### config.mk
export PLATFORM = sky130hd
export DESIGN_NAME = external_bus_strobe_gen
export DESIGN_NICKNAME = d
export VERILOG_FILES = /design/src/inc/esg_pkg.sv /design/src/inc/esg_phase_if.sv /design/src/rtl/esg_phase_gen.sv /design/src/rtl/external_bus_strobe_gen.sv
export VERILOG_INCLUDE_DIRS = /design/src /design/src/inc
export SDC_FILE = /design/constraint.sdc
export NUM_CORES = 1
export LEC_CHECK = 0
export ABC_CLOCK_PERIOD_IN_PS = 1700
export BUFFER_PORTS_ARGS = -buffer_cell sky130_fd_sc_hd__buf_2
export CAP_MARGIN = 5
export CELL_PAD_IN_SITES_DETAIL_PLACEMENT = 1
export CELL_PAD_IN_SITES_GLOBAL_PLACEMENT = 2
export CORE_AREA = 5 5 42 44
export CTS_CLUSTER_DIAMETER = 150
export CTS_CLUSTER_SIZE = 16
export DETAILED_ROUTE_END_ITERATION = 8
export DIE_AREA = 0 0 47 49
export GPL_TIMING_DRIVEN = 0
export PLACE_DENSITY_LB_ADDON = 0.1
export SLEW_MARGIN = 20
export SYNTH_ARGS = -nofsm -noshare
export SYNTH_HDL_FRONTEND = slang
export SYNTH_SLANG_ARGS = --single-unit
### constraint.sdc
create_clock -name ref_clk -period 1.7 [get_ports ref_clk]
set_clock_uncertainty 0.2 [all_clocks]
set_input_delay 0.085 -clock ref_clk [delete_from_list [all_inputs] [get_ports ref_clk]]
set_output_delay 0.085 -clock ref_clk [all_outputs]
set_load 0.02 [all_outputs]
### src/inc/esg_cfg.svh
`ifndef ESG_CFG_SVH
`define ESG_CFG_SVH

// ---------------------------------------------------------------
// Clock and crystal timing
// ---------------------------------------------------------------
// Reference clock period in ps (200 MHz)
`define ESG_REF_PERIOD_PS 5000
// Crystal clock period in ps, modelled as two reference cycles
`define ESG_XTAL_PERIOD_PS 10000
`define ESG_REF_PER_XTAL (`ESG_XTAL_PERIOD_PS / `ESG_REF_PERIOD_PS)

// ---------------------------------------------------------------
// Bus cycle shape, in crystal units
// ---------------------------------------------------------------
// Latch strobe period in crystal cycles
`define ESG_BUS_XTAL 4
// Latch strobe width in half crystal cycles (1.5 cycles)
`define ESG_ALE_HALF_XTAL 3
// Program strobe falls this many half crystal cycles into a bus cycle
`define ESG_PROG_HALF_XTAL 4

// Derived counts in reference cycles
`define ESG_BUS_REF (`ESG_BUS_XTAL * `ESG_REF_PER_XTAL)
`define ESG_ALE_REF ((`ESG_ALE_HALF_XTAL * `ESG_REF_PER_XTAL) / 2)
`define ESG_PROG_FIRST ((`ESG_PROG_HALF_XTAL * `ESG_REF_PER_XTAL) / 2)
`define ESG_PHASE_W 3
`define ESG_PHASE_LAST (`ESG_BUS_REF - 1)

// Reset levels of the strobes
`define ESG_ALE_RST 1'h1
`define ESG_PROG_RST 1'h1

`endif

### src/inc/esg_pkg.sv
`default_nettype none

package esg_pkg;
  typedef enum logic {ESG_MUX_MODE, ESG_DEMUX_MODE} esg_mode_type;
  typedef enum {ESG_CAPTURE, ESG_RUN} esg_state_type;
endpackage

`default_nettype wire

### src/inc/esg_phase_if.sv
`timescale 1ns/1ps
`default_nettype none
`include "esg_cfg.svh"

interface esg_phase_if;
  logic run;
  logic [`ESG_PHASE_W-1:0] phase;
  logic cycleEnd;
  modport gen (input run, output phase, output cycleEnd);
  modport use_side (output run, input phase, input cycleEnd);
endinterface

`default_nettype wire

### src/rtl/esg_phase_gen.sv
`timescale 1ns/1ps
`default_nettype none
`include "esg_cfg.svh"

module esg_phase_gen (
  // Clock and reset
  input wire logic ref_clk,
  input wire logic rst_b,
  // Phase bus
  esg_phase_if.gen ph
);
  logic [`ESG_PHASE_W-1:0] phase;
  wire atLast = (phase == `ESG_PHASE_W'(`ESG_PHASE_LAST));
  wire [`ESG_PHASE_W-1:0] next_phase = atLast ? '0 : phase + `ESG_PHASE_W'(1);

  // Counter parks at zero until running so the first cycle is whole
  always_ff @(posedge ref_clk or negedge rst_b) begin
    if (!rst_b) begin
      phase <= '0;
    end else if (ph.run) begin
      phase <= next_phase;
    end
  end

  assign ph.phase = phase;
  assign ph.cycleEnd = ph.run && atLast;
endmodule

`default_nettype wire

### src/rtl/external_bus_strobe_gen.sv
// Behaviour
// - Strap low: latch strobe clocks the low address byte off the muxed port.
// - Latch strobe high for 1.5 crystal cycles, repeating every four crystal cycles.
// - Strap high and suppress clear: latch strobe keeps toggling.
// - Latch strobe held high in reset, and when suppress set with strap high.
// - Program-store strobe is chip enable for external program or merged memory.
// - Program-store strobe pulses low on external access, otherwise high.
// - Strap sampled only on the first clock after reset release; high demuxed, low multiplexed.
`timescale 1ns/1ps
`default_nettype none
`include "esg_cfg.svh"

module external_bus_strobe_gen (
  // Clock and reset
  input wire logic ref_clk,
  input wire logic rst_b,
  // Straps and control
  input wire logic bus_mode_strap,
  input wire logic strobe_suppress,
  // Core access request
  input wire logic extAccessReq,
  output logic extAccessAck,
  // External bus strobes
  output logic addrLatchStrobe,
  output logic program_store_strobe_n,
  // Status
  output logic demuxMode
);
  esg_phase_if ph ();
  esg_pkg::esg_state_type state;
  esg_pkg::esg_mode_type busMode;
  logic accessActive;

  esg_phase_gen u_phase (
    .ref_clk(ref_clk),
    .rst_b(rst_b),
    .ph(ph)
  );

  // ---------------------------------------------------------------
  // Strap capture
  // ---------------------------------------------------------------
  wire running = (state == esg_pkg::ESG_RUN);
  assign ph.run = running;

  // Strap is caught on the first edge after release, never under reset
  always_ff @(posedge ref_clk or negedge rst_b) begin
    if (!rst_b) begin
      state <= esg_pkg::ESG_CAPTURE;
      busMode <= esg_pkg::ESG_MUX_MODE;
    end else begin
      unique case (state)
        esg_pkg::ESG_CAPTURE: begin
          busMode <= bus_mode_strap ? esg_pkg::ESG_DEMUX_MODE : esg_pkg::ESG_MUX_MODE;
          state <= esg_pkg::ESG_RUN;
        end
        esg_pkg::ESG_RUN: begin
          state <= esg_pkg::ESG_RUN;
        end
      endcase
    end
  end

  // ---------------------------------------------------------------
  // Strobe decode
  // ---------------------------------------------------------------
  wire isDemux = (busMode == esg_pkg::ESG_DEMUX_MODE);
  // Suppress only counts in demuxed mode; muxed mode needs the strobe
  wire aleForced = !running || (isDemux && strobe_suppress);
  wire aleWindow = (ph.phase < `ESG_PHASE_W'(`ESG_ALE_REF));
  wire next_ale = aleForced ? `ESG_ALE_RST : aleWindow;
  wire pseWindow = (ph.phase >= `ESG_PHASE_W'(`ESG_PROG_FIRST));
  wire next_progStrobe = !(running && accessActive && pseWindow);
  wire takeAccess = ph.cycleEnd && extAccessReq;

  // ---------------------------------------------------------------
  // Access handshake
  // ---------------------------------------------------------------
  // A request is taken at the end of a bus cycle and owns the next one
  always_ff @(posedge ref_clk or negedge rst_b) begin
    if (!rst_b) begin
      accessActive <= 1'h0;
      extAccessAck <= 1'h0;
    end else begin
      if (ph.cycleEnd) begin
        accessActive <= extAccessReq;
      end
      extAccessAck <= takeAccess;
    end
  end

  // ---------------------------------------------------------------
  // Output flops
  // ---------------------------------------------------------------
  // Strobes come straight from flops to avoid glitches at the pins
  always_ff @(posedge ref_clk or negedge rst_b) begin
    if (!rst_b) begin
      addrLatchStrobe <= `ESG_ALE_RST;
      program_store_strobe_n <= `ESG_PROG_RST;
      demuxMode <= 1'h0;
    end else begin
      addrLatchStrobe <= next_ale;
      program_store_strobe_n <= next_progStrobe;
      demuxMode <= isDemux;
    end
  end
endmodule

`default_nettype wire

# After elaboration in Yosys (flattened, before gate mapping)
# Cells that the tools add are included.
# totals
inputBits	5
output_inout_bits	4
elab_cells	28
ff_bits	41
# classes
eq_ne	3
add_sub_neg	1
muxes	4
order_cmp	2
reduce_logical	10
# ops
cell	count
32-bit by 1-bit equality test with 1-bit output (second input constant)	1
32-bit by 2-bit equality test with 1-bit output (second input constant)	1
32-bit logical NOT	1
32-bit 2-to-1 mux	1
1-bit logical AND	5
3-bit by 1-bit adder with 3-bit output (second input constant)	1
3-bit equality test (second input constant)	1
3-bit greater-or-equal comparator (second input constant)	1
3-bit by 2-bit less-than comparator with 1-bit output (second input constant)	1
3-bit 2-to-1 mux	1
1-bit logical NOT	2
1-bit 2-to-1 mux	2
2-bit OR reduction	1
1-bit logical OR	1

# Depth between registers and ports, before layout
# depth
ltp_word	4
mapped_depth	4
depth_no_buf	4

# Cells and area by module
# From an unflattened synthesis, not the netlist that was laid out.
# unflattened
hier_cells	25
hier_area_um2	385.4
# modules_own_cells
module	area_each_um2	cells_per_inst	instances
external_bus_strobe_gen	239.0	15	1
esg_phase_gen	146.4	10	1

# Least setup slack after synthesis
# OpenSTA, ideal clock, no wires.
# synth_path
kind	register -> register
startpoint	reg u_phase.phase[0] (netlist: u_phase.ph.phase[0])
endpoint	reg u_phase.phase[2] (netlist: u_phase.ph.phase[2])
path_stages_with_launch	4
path_slack_ns	0.293
t_required_ns	1.375
setup_ns	0.125
period_less_slack_ns	1.407
t_arrival_ns	1.082
path_buffers	0
cell_sequence	dfrtp_1 ha_1 ha_1 mux2_4
# synth_between
elab_chain_cells	2
# synth_lines
item	line	source
from (decl)	esg_phase_gen.sv:12	logic [`ESG_PHASE_W-1:0] phase;
from (signal assigned)	esg_phase_gen.sv:21	phase <= next_phase;
3-bit by 1-bit adder with 3-bit output / 3-bit equality test (equally long branches)	esg_phase_gen.sv:14, esg_phase_gen.sv:13	
3-bit 2-to-1 mux (*)	esg_phase_gen.sv:14	wire [`ESG_PHASE_W-1:0] next_phase = atLast ? '0 : phase + `ESG_PHASE_W'(1);
named net u_phase.next_phase[2]	esg_phase_gen.sv:14	
# The timed path passes the listed nets; every way through them passes the cells marked *.
# A chain may end at the register's enable or synchronous reset.

# Worst setup path in the final report
# layout_path
startpoint	reg u_phase.phase[0] (netlist: u_phase.ph.phase[0])
endpoint	reg accessActive
# layout_between
elab_chain_cells	2
# layout_lines
item	line	source
3-bit equality test	esg_phase_gen.sv:13	wire atLast = (phase == `ESG_PHASE_W'(`ESG_PHASE_LAST));
1-bit logical AND	esg_phase_gen.sv:26	assign ph.cycleEnd = ph.run && atLast;
to (signal assigned)	external_bus_strobe_gen.sv:86	accessActive <= extAccessReq;
to (decl)	external_bus_strobe_gen.sv:32	logic accessActive;
# Every way passes these cells.

==> metrics.yaml <==
logic_synthesis:
  synth_cell_types: 14
  synth_compound_area_frac: 0.05363
  synthCells: 28
  synthAdderAreaFrac: 0.06309
  yosysSeqAreaShare: 0.6372
  synth-seq-cells: 10
  syn_area_um2: 396.6
  synth_xor_area_frac: 0
  syn-num-nets: 35
  synth-simple-area-share: 0.08833
  synth_area_per_cell_um2: 14.17
  synthMuxAreaShare: 0.1009
  ys_warn_count: 0
  synth_top_family_by_area: "multiplexers"
critical_path:
  reg2reg_from: "u_phase.ph.phase[0]"
  endpoint_kind: "flop"
  r2r_end: "accessActive"
  crit_required_ps: 1650
  rrSetupSlack_ps: 220
  cp-startpoint: "u_phase.ph.phase[0]"
  critPathLaunchType: "flop"
  crit_fanout: 3
  critical_path_class: "reg2reg"
  arrival_ps: 1430
  timing.critical_path.to: "accessActive"
  reg2reg_depth: 4
floorplanning:
  floorplan.rows: 14
  die_x_um: 47
  design.portCount: 9
  die_area_um2: 2303
  initial_core_util: 0.2830
  placeableCoreArea_um2: 1401
  die-height_um: 49
sta:
  slew_viol_final: 0
  hold_slack_ps: 8.681
  setup-tns-final_ps: 0
  fmax_ghz: 0.6774
  fin_crit_sh: 0.8684
  period_needed_ps: 1476
  rsz0062_at_grt: "false"
  finalHoldViolCount: 0
  finalSetupViolations: 0
drt:
  via_count: 259
  wl_um: 712
  antenna_left: 0
  firstDrtPassIters: 2
  routed_via_density: 4.390
  route.detailed.drc: 0
  drt-wirelength-per-cell_um: 12.07
  first_iter_violations: 1
global_routing:
  grt_start_max_net_pins: 11
  grt_pass1_vias: 288
  antenna_found_initial: 0
  grt_first_pass_wirelength_um: 1221
  grt-ovfl-total: 0
  grt_use_total: 0.08020
cts:
  clock_latency_ps: 260
  clock_path_buffers: 2
  root_buffer: "clkbuf_4"
  cts_setup_buffers: 0
  path_clk_slew_ps: 60
  cts_sinks: 10
  cts_tree: "done"
  cts_buffers: 3
  htreeDepth: 1
flow_run:
  cap_violations: 0
finish:
  diodes: 0
  stdcell_area_um2: 519.2
  final_cells: 59
  syn2layout_area_growth_pct: 30.91
  layout.nets: 52
  drive_gt1_frac: 0.3953
  layout_common_cells: "dfrtp_1, buf_2, dlygate4sd3_1"
  fill_cells: 162
worst_hold_path:
  hold_class: "in2async"
power_and_ir_drop:
  ir_drop_mv: 0.4618
  leakagePower_nw: 0.2660
  power_density_nw_per_um2: 1307
  finalPower_w: 0.0006789
status:
  status: "complete, no violations"
placement:
  hpwl_um: 515.2
  io_buffer_count: 8
  place_congestion: 0.7062
  dpl_cell_area_um2: 456.7
  place_inst: 52
==> state kept, by name, summed over array words and instances (netlist names) <==
signal / flops
state: 1
u_phase.ph.phase: 3
busMode: 1
addrLatchStrobe: 1
accessActive: 1
extAccessAck: 1
program_store_strobe_n: 1
demuxMode: 1
==> power by group <==
group          total [W]  switching, W  internal, W  leakage [nW]
Combinational   0.000178     0.0000805    0.0000977         0.134
Clock           0.000158     0.0000763    0.0000816        0.0138
Sequential      0.000343     0.0000390     0.000304         0.118
Total           0.000679      0.000196     0.000483         0.266
==> routing by layer <==
layer	track usage	share of wire	vias up
li1	-	-	122
met1	0.07658	0.42	127
met2	0.1176	0.49	8
met3	0.04428	0.072	2
met4	0.06912	0.024	0
met5	0	0	-
==> what timing repair did <==
action	CTS	global route
hold endpoints to repair	14	0
gates resized for setup	0	0
hold buffers	4	0
endpoints found under the setup margin	0	0
==> cell usage after synthesis <==
master	instances	area [um2]
a21o_1	2	15.01
buf_6	1	11.26
mux2i_1	1	10.01
nand2_1	2	7.510
ha_1	2	25.02
mux2_4	2	30.03
conb_1	1	3.750
and3_4	1	11.26
nand2b_1	1	6.260
dfrtp_1	8	200.2
dfstp_2	2	52.55
nand3_1	2	10.01
o22ai_1	1	6.260
inv_1	2	7.510
==> metrics by stage <==
stage	utilization	setup slack [ps]
floorplan	-	293.3
global placement	0.3259	264.0
detailed placement	0.3259	226.2
CTS	0.3705	216.4
global route	0.3705	201.0
finish	0.3705	223.7
==> critical path, stage by stage (launching register included) <==
cell and delay (ps):
dfrtp_1 400, ha_1 220, ha_1 210, and3_4 190
a21o_1 150
==> worst min-delay path by stage <==
| stage | depth (start not counted) | slack [ps] | to | from |
|---|---|---|---|---|
| floorplan | 0 | -410 | accessActive | rst_b |
| global placement | 1 | -250 | extAccessAck | rst_b |
| detailed placement | 1 | -240 | extAccessAck | rst_b |
| CTS | 2 | 10 | extAccessAck | rst_b |
| global route | 2 | 20 | extAccessAck | rst_b |
| finish | 2 | 9 | u_phase.ph.phase[2] | rst_b |
==> cell families (layout without fill, tap and decap cells) <==
family,count (synthesis),count (layout)
adder cells (fa/ha/maj),2,2
flip-flops,10,10
multiplexers,3,3
other,1,1
buffers and inverters,3,18
AND/OR/NAND/NOR,6,6
AO/OA/AOI/OAI,3,3
==> cell type report <==
cell class,count,area (um2),share of cell area
plain buffers,1,11.26,0.02169
clock buffers,3,22.52,0.04337
inverters,2,7.507,0.01446
multi-input cells,15,125.1,0.2410
flip-flops and latches,10,252.7,0.4867
well taps,16,20.02,0.03855
repair buffers,12,80.08,0.1542
No activity file was read; power rests on OpenSTA's default activity.
